### src/scr_defs.svh
`ifndef SCR_DEFS_SVH
`define SCR_DEFS_SVH

// ----------------------------------------
// widths
// ----------------------------------------
`define SCR_AW 4
`define SCR_DW 8
`define SCR_PA_W 16

// ----------------------------------------
// register map and reset value
// ----------------------------------------
`define SCR_SYSCTL_OFS 4'h0
`define SCR_RESET_VAL 8'h09
`define SCR_RDATA_IDLE 8'h00

// ----------------------------------------
// field positions
// ----------------------------------------
`define SCR_BIT_RSV_HI 7
`define SCR_BIT_RSV_LO 6
`define SCR_BIT_MODE_HI 5
`define SCR_BIT_MODE_LO 4
`define SCR_BIT_EXT_RST 3
`define SCR_BIT_EDGE 2
`define SCR_BIT_HOST_EN 1
`define SCR_BIT_RAM_EN 0

// ----------------------------------------
// shared peripheral address windows
// ----------------------------------------
`define SCR_WIN_A_LO 16'hfff0
`define SCR_WIN_A_HI 16'hfff7
`define SCR_WIN_B_LO 16'hfffc
`define SCR_WIN_B_HI 16'hffff

// ----------------------------------------
// edge detector warm-up after reset
// ----------------------------------------
`define SCR_ARM_CNT 2'h3

`endif

### src/scr_pkg.sv
`include "scr_defs.svh"

package scr_pkg;

    // one register access from the cpu side
    typedef struct packed {
        logic wr;
        logic rd;
        logic [`SCR_AW-1:0] addr;
        logic [`SCR_DW-1:0] wdata;
    } scr_req_s;

    // control register fields, msb first as laid out in the byte
    typedef struct packed {
        logic [1:0] reserved;
        logic irq_ctrl_mode_hi;
        logic irq_ctrl_mode_lo;
        logic external_reset_flag;
        logic nonmaskable_edge_select;
        logic host_interface_enable;
        logic onchip_ram_enable;
    } scr_ctrl_s;

endpackage

### src/scr_sync.sv
`timescale 1ns/100ps

`include "scr_defs.svh"

// two-stage synchroniser for an asynchronous pin
module scr_sync (
    // clock and reset
    input wire logic clk,
    input wire logic rst,
    // pin in, synchronised level out
    input wire logic din,
    output logic dout
);
    logic meta;

    // first stage is read only by the second
    always_ff @(posedge clk or posedge rst) begin
        if (rst) begin
            meta <= 1'b0;
            dout <= 1'b0;
        end else begin
            meta <= din;
            dout <= meta;
        end
    end
endmodule

### src/scr_edge.sv
`timescale 1ns/100ps

`include "scr_defs.svh"

// selectable edge detector, one-cycle request per valid edge
module scr_edge (
    // clock and reset
    input wire logic clk,
    input wire logic rst,
    // synchronised level and edge choice (1 = rising)
    input wire logic level,
    input wire logic rising_sel,
    // request pulse
    output logic req
);
    logic prev;
    logic [1:0] arm;

    // ----------------------------------------
    // warm-up
    // ----------------------------------------
    // the synchroniser leaves reset at 0; wait until it holds the
    // real pin level so a high pin is not mistaken for a rising edge
    always_ff @(posedge clk or posedge rst) begin
        if (rst) begin
            arm <= 2'h0;
        end else if (arm != `SCR_ARM_CNT) begin
            arm <= arm + 2'h1;
        end
    end

    // ----------------------------------------
    // detection
    // ----------------------------------------
    // comparing against the stored level means a change of the
    // edge choice alone never raises a request
    always_ff @(posedge clk or posedge rst) begin
        if (rst) begin
            prev <= 1'b0;
            req <= 1'b0;
        end else begin
            prev <= level;
            if (arm != `SCR_ARM_CNT) begin
                req <= 1'b0;
            end else if (rising_sel) begin
                req <= level & ~prev;
            end else begin
                req <= ~level & prev;
            end
        end
    end
endmodule

### src/scr_top.sv
// Notes on behaviour
// - bits 7:6 are reserved read/write bits, reset to zero
// - bits 5:4 pick interrupt mode; upper bit read-only zero, lower writable
// - bit 3 reads 1 after a reset from the external reset input
// - bit 3 reads 0 after a reset from watchdog overflow
// - edge select 0, the reset value, requests on falling interrupt edge
// - edge select 1 requests on rising interrupt edge instead
// - host enable 0 maps both shared windows to the two timers
// - host enable 1 maps both shared windows to keypad registers
// - ram enable bit gates on-chip ram; resets to 1
// - ram enable returns to its initial value when reset releases
//
// The register addresses and the address-and-strobe port were chosen for this implementation.
`timescale 1ns/100ps

`include "scr_defs.svh"

module scr_top (
    // clock and reset
    input wire logic CLK,
    input wire logic SYS_RST,
    // register port
    input wire scr_pkg::scr_req_s REG_REQ,
    output logic [`SCR_DW-1:0] REG_RDATA,
    // reset cause, held by the watchdog across its own reset
    input wire logic WDT_RST_CAUSE,
    // non-maskable interrupt pin and request
    input wire logic NMI_PIN,
    output logic NMI_REQ,
    // shared peripheral window decode
    input wire logic [`SCR_PA_W-1:0] PERIPH_ADDR,
    output logic TIMER_WIN_SEL,
    output logic KEYPAD_WIN_SEL,
    // control outputs
    output logic [1:0] IRQ_MODE,
    output logic RAM_ENABLE
);
    import scr_pkg::*;

    // ----------------------------------------
    // declarations
    // ----------------------------------------
    scr_ctrl_s ctrl;
    localparam scr_ctrl_s ctrl_rst = scr_ctrl_s'(`SCR_RESET_VAL);
    logic hit;
    logic wr_hit;
    logic rd_hit;
    logic released;
    logic nmi_level;
    logic in_shared;

    // true when an address falls in either shared window
    function automatic logic in_window(input logic [`SCR_PA_W-1:0] a);
        in_window = ((a >= `SCR_WIN_A_LO) && (a <= `SCR_WIN_A_HI))
                 || ((a >= `SCR_WIN_B_LO) && (a <= `SCR_WIN_B_HI));
    endfunction

    // ----------------------------------------
    // access decode
    // ----------------------------------------
    // the register occupies one offset; all others read as zero
    assign hit = (REG_REQ.addr == `SCR_SYSCTL_OFS);
    assign wr_hit = REG_REQ.wr & hit;
    assign rd_hit = REG_REQ.rd & hit;

    // ----------------------------------------
    // reset release marker
    // ----------------------------------------
    // low during reset and in the first cycle after it lets go; the
    // reset cause is sampled there, never under the async reset
    always_ff @(posedge CLK or posedge SYS_RST) begin
        if (SYS_RST) begin
            released <= 1'b0;
        end else begin
            released <= 1'b1;
        end
    end

    // ----------------------------------------
    // reserved bits
    // ----------------------------------------
    // kept as storage so a read-modify-write returns them intact
    always_ff @(posedge CLK or posedge SYS_RST) begin
        if (SYS_RST) begin
            ctrl.reserved <= ctrl_rst.reserved;
        end else if (wr_hit) begin
            ctrl.reserved <= REG_REQ.wdata[`SCR_BIT_RSV_HI:`SCR_BIT_RSV_LO];
        end
    end

    // ----------------------------------------
    // interrupt control mode
    // ----------------------------------------
    // upper bit has no write path, so modes 10 and 11 are unreachable
    always_ff @(posedge CLK or posedge SYS_RST) begin
        if (SYS_RST) begin
            ctrl.irq_ctrl_mode_hi <= ctrl_rst.irq_ctrl_mode_hi;
        end else begin
            ctrl.irq_ctrl_mode_hi <= ctrl.irq_ctrl_mode_hi;
        end
    end

    // lower mode bit is plain read/write
    always_ff @(posedge CLK or posedge SYS_RST) begin
        if (SYS_RST) begin
            ctrl.irq_ctrl_mode_lo <= ctrl_rst.irq_ctrl_mode_lo;
        end else if (wr_hit) begin
            ctrl.irq_ctrl_mode_lo <= REG_REQ.wdata[`SCR_BIT_MODE_LO];
        end
    end

    // ----------------------------------------
    // reset source flag
    // ----------------------------------------
    // reads 1 during reset, then takes the cause on release;
    // cpu writes have no path here
    always_ff @(posedge CLK or posedge SYS_RST) begin
        if (SYS_RST) begin
            ctrl.external_reset_flag <= ctrl_rst.external_reset_flag;
        end else if (!released) begin
            ctrl.external_reset_flag <= ~WDT_RST_CAUSE;
        end
    end

    // ----------------------------------------
    // edge select, host enable, ram enable
    // ----------------------------------------
    // edge choice for the non-maskable input
    always_ff @(posedge CLK or posedge SYS_RST) begin
        if (SYS_RST) begin
            ctrl.nonmaskable_edge_select <= ctrl_rst.nonmaskable_edge_select;
        end else if (wr_hit) begin
            ctrl.nonmaskable_edge_select <= REG_REQ.wdata[`SCR_BIT_EDGE];
        end
    end

    // steers the shared windows between timers and keypad
    always_ff @(posedge CLK or posedge SYS_RST) begin
        if (SYS_RST) begin
            ctrl.host_interface_enable <= ctrl_rst.host_interface_enable;
        end else if (wr_hit) begin
            ctrl.host_interface_enable <= REG_REQ.wdata[`SCR_BIT_HOST_EN];
        end
    end

    // ram gate; the async reset holds it at 1 right up to release
    always_ff @(posedge CLK or posedge SYS_RST) begin
        if (SYS_RST) begin
            ctrl.onchip_ram_enable <= ctrl_rst.onchip_ram_enable;
        end else if (wr_hit) begin
            ctrl.onchip_ram_enable <= REG_REQ.wdata[`SCR_BIT_RAM_EN];
        end
    end

    // ----------------------------------------
    // read data
    // ----------------------------------------
    // valid only in the cycle after the strobe, zero otherwise
    always_ff @(posedge CLK or posedge SYS_RST) begin
        if (SYS_RST) begin
            REG_RDATA <= `SCR_RDATA_IDLE;
        end else if (rd_hit) begin
            REG_RDATA <= ctrl;
        end else begin
            REG_RDATA <= `SCR_RDATA_IDLE;
        end
    end

    // ----------------------------------------
    // control outputs
    // ----------------------------------------
    assign IRQ_MODE = {ctrl.irq_ctrl_mode_hi, ctrl.irq_ctrl_mode_lo};
    assign RAM_ENABLE = ctrl.onchip_ram_enable;

    // ----------------------------------------
    // shared window decode
    // ----------------------------------------
    // combinational so the peripheral select lands in the same
    // cycle as the address, like the rest of the bus decode
    assign in_shared = in_window(PERIPH_ADDR);
    assign TIMER_WIN_SEL = in_shared & ~ctrl.host_interface_enable;
    assign KEYPAD_WIN_SEL = in_shared & ctrl.host_interface_enable;

    // ----------------------------------------
    // non-maskable interrupt edge
    // ----------------------------------------
    // pin is asynchronous: two flops before any logic looks at it
    scr_sync u_nmi_sync (
        .clk(CLK),
        .rst(SYS_RST),
        .din(NMI_PIN),
        .dout(nmi_level)
    );

    // request is one cycle after the synchronised level changes
    scr_edge u_nmi_edge (
        .clk(CLK),
        .rst(SYS_RST),
        .level(nmi_level),
        .rising_sel(ctrl.nonmaskable_edge_select),
        .req(NMI_REQ)
    );

    // ----------------------------------------
    // assertions
    // ----------------------------------------
    // reserved bits keep what was written
    property p_rsv_rw;
        @(posedge CLK) disable iff (SYS_RST)
        wr_hit |=> (ctrl.reserved == $past(REG_REQ.wdata[`SCR_BIT_RSV_HI:`SCR_BIT_RSV_LO]));
    endproperty
    a_rsv_rw: assert property (p_rsv_rw)
        else $error("reserved bits lost a write");

    // upper mode bit never leaves zero, whatever is written
    property p_mode_hi;
        @(posedge CLK) disable iff (SYS_RST)
        wr_hit && REG_REQ.wdata[`SCR_BIT_MODE_HI] |=> (IRQ_MODE[1] == 1'b0);
    endproperty
    a_mode_hi: assert property (p_mode_hi)
        else $error("prohibited interrupt mode reached");

    // lower mode bit follows a write
    property p_mode_lo;
        @(posedge CLK) disable iff (SYS_RST)
        wr_hit |=> (IRQ_MODE[0] == $past(REG_REQ.wdata[`SCR_BIT_MODE_LO]));
    endproperty
    a_mode_lo: assert property (p_mode_lo)
        else $error("lower mode bit did not take write");

    // external reset leaves the flag set after release
    property p_ext_src;
        @(posedge CLK) disable iff (SYS_RST)
        !released && !WDT_RST_CAUSE |=> ctrl.external_reset_flag [*2];
    endproperty
    a_ext_src: assert property (p_ext_src)
        else $error("flag clear after external reset");

    // watchdog reset clears the flag
    property p_wdt_src;
        @(posedge CLK) disable iff (SYS_RST)
        !released && WDT_RST_CAUSE |=> !ctrl.external_reset_flag;
    endproperty
    a_wdt_src: assert property (p_wdt_src)
        else $error("flag set after watchdog reset");

    // falling edge requests when edge select is 0
    property p_nmi_fall;
        @(posedge CLK) disable iff (SYS_RST)
        $fell(nmi_level) && !ctrl.nonmaskable_edge_select
            && released && $past(released, 3) |=> NMI_REQ;
    endproperty
    a_nmi_fall: assert property (p_nmi_fall)
        else $error("falling edge missed");

    // with edge select 1, a request comes only after a rising edge
    property p_nmi_rise;
        @(posedge CLK) disable iff (SYS_RST)
        NMI_REQ && $past(ctrl.nonmaskable_edge_select)
            |-> $past(nmi_level) && !$past(nmi_level, 2);
    endproperty
    a_nmi_rise: assert property (p_nmi_rise)
        else $error("request without rising edge");

    // timer window when host enable is low
    property p_win_timer;
        @(posedge CLK) disable iff (SYS_RST)
        (PERIPH_ADDR == `SCR_WIN_A_LO) && !ctrl.host_interface_enable
            |-> TIMER_WIN_SEL && !KEYPAD_WIN_SEL;
    endproperty
    a_win_timer: assert property (p_win_timer)
        else $error("timer window not decoded");

    // keypad window after host enable is written high
    property p_win_keypad;
        @(posedge CLK) disable iff (SYS_RST)
        wr_hit && REG_REQ.wdata[`SCR_BIT_HOST_EN] ##1 (PERIPH_ADDR == `SCR_WIN_B_HI)
            |-> KEYPAD_WIN_SEL && !TIMER_WIN_SEL;
    endproperty
    a_win_keypad: assert property (p_win_keypad)
        else $error("keypad window not decoded");

    // ram gate follows a write
    property p_ram_wr;
        @(posedge CLK) disable iff (SYS_RST)
        wr_hit |=> (RAM_ENABLE == $past(REG_REQ.wdata[`SCR_BIT_RAM_EN]));
    endproperty
    a_ram_wr: assert property (p_ram_wr)
        else $error("ram enable did not take write");

    // ram is enabled in the first cycle after release
    property p_ram_rel;
        @(posedge CLK) disable iff (SYS_RST)
        !released |-> RAM_ENABLE;
    endproperty
    a_ram_rel: assert property (p_ram_rel)
        else $error("ram disabled at reset release");

    // read-only bits ignore writes
    property p_ro_keep;
        @(posedge CLK) disable iff (SYS_RST)
        wr_hit && released |=> $stable(ctrl.external_reset_flag)
            && $stable(ctrl.irq_ctrl_mode_hi);
    endproperty
    a_ro_keep: assert property (p_ro_keep)
        else $error("read-only bit changed by write");

    // read returns the register one cycle later
    property p_rd_data;
        @(posedge CLK) disable iff (SYS_RST)
        rd_hit |=> (REG_RDATA == $past(ctrl));
    endproperty
    a_rd_data: assert property (p_rd_data)
        else $error("read data wrong");

    // anything but a register read leaves the read data idle
    property p_rd_idle;
        @(posedge CLK) disable iff (SYS_RST)
        !rd_hit |=> (REG_RDATA == `SCR_RDATA_IDLE);
    endproperty
    a_rd_idle: assert property (p_rd_idle)
        else $error("read data not idle");

    // the reset source flag moves only in the release cycle
    property p_flag_hold;
        @(posedge CLK) disable iff (SYS_RST)
        released |=> $stable(ctrl.external_reset_flag);
    endproperty
    a_flag_hold: assert property (p_flag_hold)
        else $error("reset source flag moved after release");

    // a request lasts exactly one cycle, so it is never counted twice
    property p_nmi_pulse;
        @(posedge CLK) disable iff (SYS_RST)
        NMI_REQ |=> !NMI_REQ;
    endproperty
    a_nmi_pulse: assert property (p_nmi_pulse)
        else $error("request longer than one cycle");

    // addresses below both windows select neither peripheral set
    property p_win_below;
        @(posedge CLK) disable iff (SYS_RST)
        (PERIPH_ADDR < `SCR_WIN_A_LO) |-> !TIMER_WIN_SEL && !KEYPAD_WIN_SEL;
    endproperty
    a_win_below: assert property (p_win_below)
        else $error("window selected outside both windows");
endmodule

### config.mk
export PLATFORM = sky130hd
export DESIGN_NAME = scr_top
export DESIGN_NICKNAME = d
export VERILOG_FILES = /design/src/scr_pkg.sv /design/src/scr_sync.sv /design/src/scr_edge.sv /design/src/scr_top.sv
export VERILOG_INCLUDE_DIRS = /design/src
export SDC_FILE = /design/constraint.sdc
export NUM_CORES = 1
export LEC_CHECK = 0
export BUFFER_PORTS_ARGS = -buffer_cell sky130_fd_sc_hd__buf_2
export CORE_MARGIN = 2
export CORE_UTILIZATION = 40
export CTS_CLUSTER_DIAMETER = 30
export DETAILED_ROUTE_END_ITERATION = 6
export PLACE_DENSITY = 0.73
export RECOVER_POWER = 100
export SYNTH_ARGS = -nofsm -noshare
export SYNTH_HDL_FRONTEND = slang
export SYNTH_HIERARCHICAL = 1
export SYNTH_SLANG_ARGS = --single-unit
### constraint.sdc
create_clock -name CLK -period 1.7 [get_ports CLK]
set_clock_uncertainty 0.1 [all_clocks]
set_input_delay 0.34 -clock CLK [delete_from_list [all_inputs] [get_ports CLK]]
set_output_delay 0.34 -clock CLK [all_outputs]
set_load 0.05 [all_outputs]
* Word level (Yosys, flattened, before mapping)
Index checks and enable logic that the tools add are counted.
** Storage, ports and cells
- Bits in registers :: 22
- Input port bits :: 34
- RAM bits :: 0
- Bits in read-only memories :: 0
- Latch bits :: 0
- Memories kept :: 0
** Cells by class
- Div/mod/pow operators :: 0
- Multiply operators :: 0
- Bitwise logic cells :: 10
- Shifts and indexed selects :: 0
- Eq/ne operators :: 1
- Muxes and demuxes :: 3
- Reductions and logical operators :: 4
- Magnitude comparators :: 4
- $add $sub $neg :: 1
** Operators with widths (count)
- $ge 16x16->1 const B :: 2
- $le 16x16->1 const B :: 2
- $mux 8 :: 1
- $and 1x1->1 :: 6
- $logic_not 4->1 :: 1
- $not 1->1 :: 4
- $add 2x1->2 const B :: 1
- $logic_and 1x1->1 :: 2
- $mux 1 :: 2
- $ne 2x2->1 const B :: 1
- $logic_or 1x1->1 :: 1

* Logic depth before layout (Yosys ltp)
- Depth after elaboration :: 4
- Depth in mapped cells :: 3

* Modules after synthesis
Netlist, hierarchy kept.
** By module, submodules not included
- scr_top :: times used 1, cells each 45, area each 616.8 um2
- scr_edge :: times used 1, cells each 11, area each 163.9 um2
- scr_sync :: times used 1, cells each 3, area each 53.8 um2

* Worst setup path before layout
OpenSTA, ideal clock, no wires.
- Path type :: input-to-output
- From :: in PERIPH_ADDR[12]
- To :: out TIMER_WIN_SEL
- Slack :: -0.309 ns
- Stages :: 3
- Buffers on the path :: 0
- Arrival time :: 1.569 ns
- Cells stage by stage :: nand4_1 a2111oi_0 nor2b_1
** Between the ends
- Cells in the longest elaborated chain, start to end :: 4
** RTL lines
- start, declared :: line scr_top.sv:31 : input wire logic [`SCR_PA_W-1:0] PERIPH_ADDR,
- $ge 16x16->1 (no line) or $le 16x16->1 (tied branches)
- $logic_and 1x1->1, on equally long branches :: line scr_top.sv:54, scr_top.sv:55
- $logic_or 1x1->1 * :: line scr_top.sv:54 : in_window = ((a >= `SCR_WIN_A_LO) && (a <= `SCR_WIN_A_HI))
- $and 1x1->1 * :: line scr_top.sv:181 : assign TIMER_WIN_SEL = in_shared & ~ctrl.host_interface_enable;
- end, declared :: line scr_top.sv:32 : output logic TIMER_WIN_SEL,
Mark *: on every way between the ends. The rest lies on a longest branch, timed or not.

* Final worst setup path
- From :: in PERIPH_ADDR[10]
- To :: out TIMER_WIN_SEL
Same word-level chain as after synthesis.

==> results_dict.tcl <==
set metrics [dict create \
    worstMarginPinSlew_ns 0.602 \
    worstSkewPairLatency_ns 0.29 \
    yosysWarnings 6 \
    crit_path_max_fanout 2 \
    num_rows 16 \
    clock_sinks 21 \
    drive_gt1_frac 0.519 \
    p_per_area_nw_per_um2 873 \
    violations "setup timing" \
    yosysMostFrequentCell "dfrtp_1" \
    avgSynthCellArea_um2 14.1 \
    crit_path_start_kind "primary input" \
    core_um2 1960 \
    fin_area_um2 1130 \
    period_minus_slack_ns 1.72 \
    initial_core_util 0.425 \
    use_met3 0.0303 \
    first_iter_violations 0 \
    ys_types 20 \
    clockRootBuffer "clkbuf_4" \
    crit_type "primary input to primary output" \
    vias_per_cell 4.60 \
    setup_viol 2 \
    slew_headroom 0.595 \
    postSynthCellCount 59 \
    yosys_register_bits 21 \
    cts_tree "yes" \
    path_buf_inv 2 \
    critPathMostFrequentCell "buf_6" \
    peakVddDrop_v 0.000478 \
    leakage_uw 0.000568 \
    max_stage_delay_ns 0.37 \
    cp_data_required_time_ns 1.26 \
    overflow 0 \
    die_width_um 49.7 \
    drt_pre_antenna_iters 1 \
    final.setup.tns_ns -0.0276 \
    netlist_top_cells_area "dfrtp_1, mux2_2, and3_2, dfstp_2, buf_4" \
    drc_errors 0 \
    maxCapViolCount 0 \
    final_cells 131 \
    synthesis.area_um2 835 \
    yosys.area.top_type "dfrtp_1" \
    gr-max-usage-layer "met2" \
    wl_per_cell_um 12.9 \
    synth_simple_gate_area_frac 0.172 \
    cp.arrival_ns 1.28 \
    finalNetCount 140 \
    grt_first_pass_wirelength_um 2500 \
    synthMuxAreaShare 0.0990 \
    die_area_um2 2470 \
    cp_slowest_cell "a2111oi_4" \
    grt_use_met1 0.153 \
    synth_xor_area_frac 0.0105 \
    synth_top_cell_area_share 0.570 \
    synth_flop_cell "dfrtp_1" \
    setup_slack_ns -0.0191 \
    io_buffers 41 \
    rsz0062_at_grt "true" \
    cts.htree.levels 1 \
    seq_area_frac_synth 0.633 \
    cts.clk_slew.worst_paths_ns 0.10 \
    cts_made_buffers 3 \
    async_flop_share 1.00 \
    antenna_found_initial 0 \
    placed_area_um2 1070 \
    place_congestion 0.635 \
    min_path_type "primary input to flop" \
    antenna_cells 0 \
    hpwlAfterDp_um 1220 \
    status "finished with violations" \
    cp_cell_sequence "buf_6 -> nand4_1 -> a2111oi_4 -> nor2b_4 -> buf_6" \
    worstSetupEndpointType "primary output" \
    finalWirelength_um 1690 \
    fmax_mhz 582 \
    grtUsageTotal 0.132 \
    postCtsSetupBuffers 0 \
    dp_cells 126 \
    vias 602 \
    met2_usage 0.224 \
    finalHoldViolCount 0 \
    yosys.area_share.adder 0.0150 \
    area_delta_synth_final_pct 36.0 \
    grt_max_degree 16 \
    synth_compound_area_frac 0.0165 \
    die_h_um 49.7 \
    synth_common_cells "dfrtp_1, and3_2, mux2_2, inv_1" \
    synth_top_family_by_area "simple AND/OR/NAND/NOR gates" \
    cts.path.max_buffers 2 \
    io_pins 48 \
    grt_pass1_vias 595 \
    synth_edf_count 0 \
    post-route-period-util 1.01 \
    cp_top_family "compound AO/OA/AOI/OAI gates" \
    drv_slew 0 \
    antenna_left 0 \
]
sequential cells by signal (all words and copies together), names as in the netlist:
register / flops
RAM_ENABLE: 1
u_nmi_sync/dout: 1
u_nmi_edge/req: 1
IRQ_MODE: 1
u_nmi_edge/prev: 1
released: 1
ctrl: 5
u_nmi_sync/meta: 1
u_nmi_edge/arm: 2
REG_RDATA: 7
routing by layer:
| metal | up-vias | wire length, µm | part of all wire |
|---|---|---|---|
| li1 | 289 | - | - |
| met1 | 279 | 684 | 0.40 |
| met2 | 32 | 845 | 0.50 |
| met3 | 2 | 140 | 0.083 |
| met4 | 0 | 19 | 0.011 |
| met5 | - | 0 | 0 |
layout make-up:
type / instances / area (µm²)
Tap cell: 27 / 33.8
Multi-Input combinational cell: 32 / 283
Fill cell: 189 / 827
Inverter: 4 / 15.0
Sequential cell: 21 / 528
Clock buffer: 4 / 26.3
Timing Repair Buffer: 43 / 249
kinds of logic (layout without fill, tap and decap cells):
logic type,Yosys count,count (layout)
AO/OA/AOI/OAI,2,2
buffers and inverters,7,51
AND/OR/NAND/NOR,18,18
other,2,3
adder cells (fa/ha/maj),1,1
XOR/XNOR,1,1
multiplexers,7,7
flip-flops,21,21
power by group:
| part | internal (µW) | total, µW | leakage [µW] | switching, µW |
|---|---|---|---|---|
| registers | 550 | 578 | 0.000257 | 28.6 |
| logic | 72.4 | 185 | 0.000296 | 113 |
| clock network | 91.0 | 227 | 0.0000150 | 136 |
worst paths after layout:
path	from	end	slack [ns]	cells past startpoint
min reg2reg	u_nmi_sync/meta$_DFF_PP0_	u_nmi_sync/dout$_DFF_PP0_	0.26	0
max	PERIPH_ADDR[10]	TIMER_WIN_SEL	-0.02	5
max reg2reg	u_nmi_edge/arm[0]$_DFFE_PP0P_	u_nmi_edge/arm[1]$_DFFE_PP0P_	0.49	2
max in group asynchronous	SYS_RST	ctrl[3]$_DFFE_PP1N_	0.60	3
min	NMI_PIN	u_nmi_sync/meta$_DFF_PP0_	0.05	1
min in group asynchronous	SYS_RST	u_nmi_sync/dout$_DFF_PP0_	0.34	3
worst reg2reg max path: stages (launching register included):
cell     delay (ns)
dfrtp_1        0.41
ha_1           0.26
mux2_1         0.33
repair_timing:
item,4_1_cts,5_1_grt
endpoints found under the setup margin,2,2
cloned,0,0
hold endpoints to repair,6,0
gates resized for setup,6,7
hold buffers,1,0
pin swaps,1,2
stage by stage:
| step | utilization | power, µW | setup WS (ns) | hold slack (ns) |
|---|---|---|---|---|
| after floorplan | - | 712 | 0.0219 | -0.0188 |
| after global placement | 0.546 | 762 | -0.218 | 0.110 |
| after detailed placement | 0.546 | 771 | -0.202 | 0.114 |
| after CTS | 0.574 | 999 | 0.00173 | 0.0405 |
| after global routing | 0.578 | 1040 | -0.0648 | 0.0224 |
| final | 0.578 | 990 | -0.0191 | 0.0509 |
placed cells by master (no fill, tap or decap), drive strengths merged:
master	synthesis	layout
a2111oi	1	1
inv	4	4
buf	3	30
nor2b	1	1
and3	7	7
nand4bb	1	1
and2	1	1
nand4b	1	1
mux2	7	7
nand2	3	3
dlygate4sd3	0	1
ha	1	1
clkbuf	0	16
dfrtp	19	19
xnor2	1	1
dfstp	2	2
o21ai	1	1
conb	2	3
nor4	1	1
nand4	3	3
(Power assumes the default switching activity.)
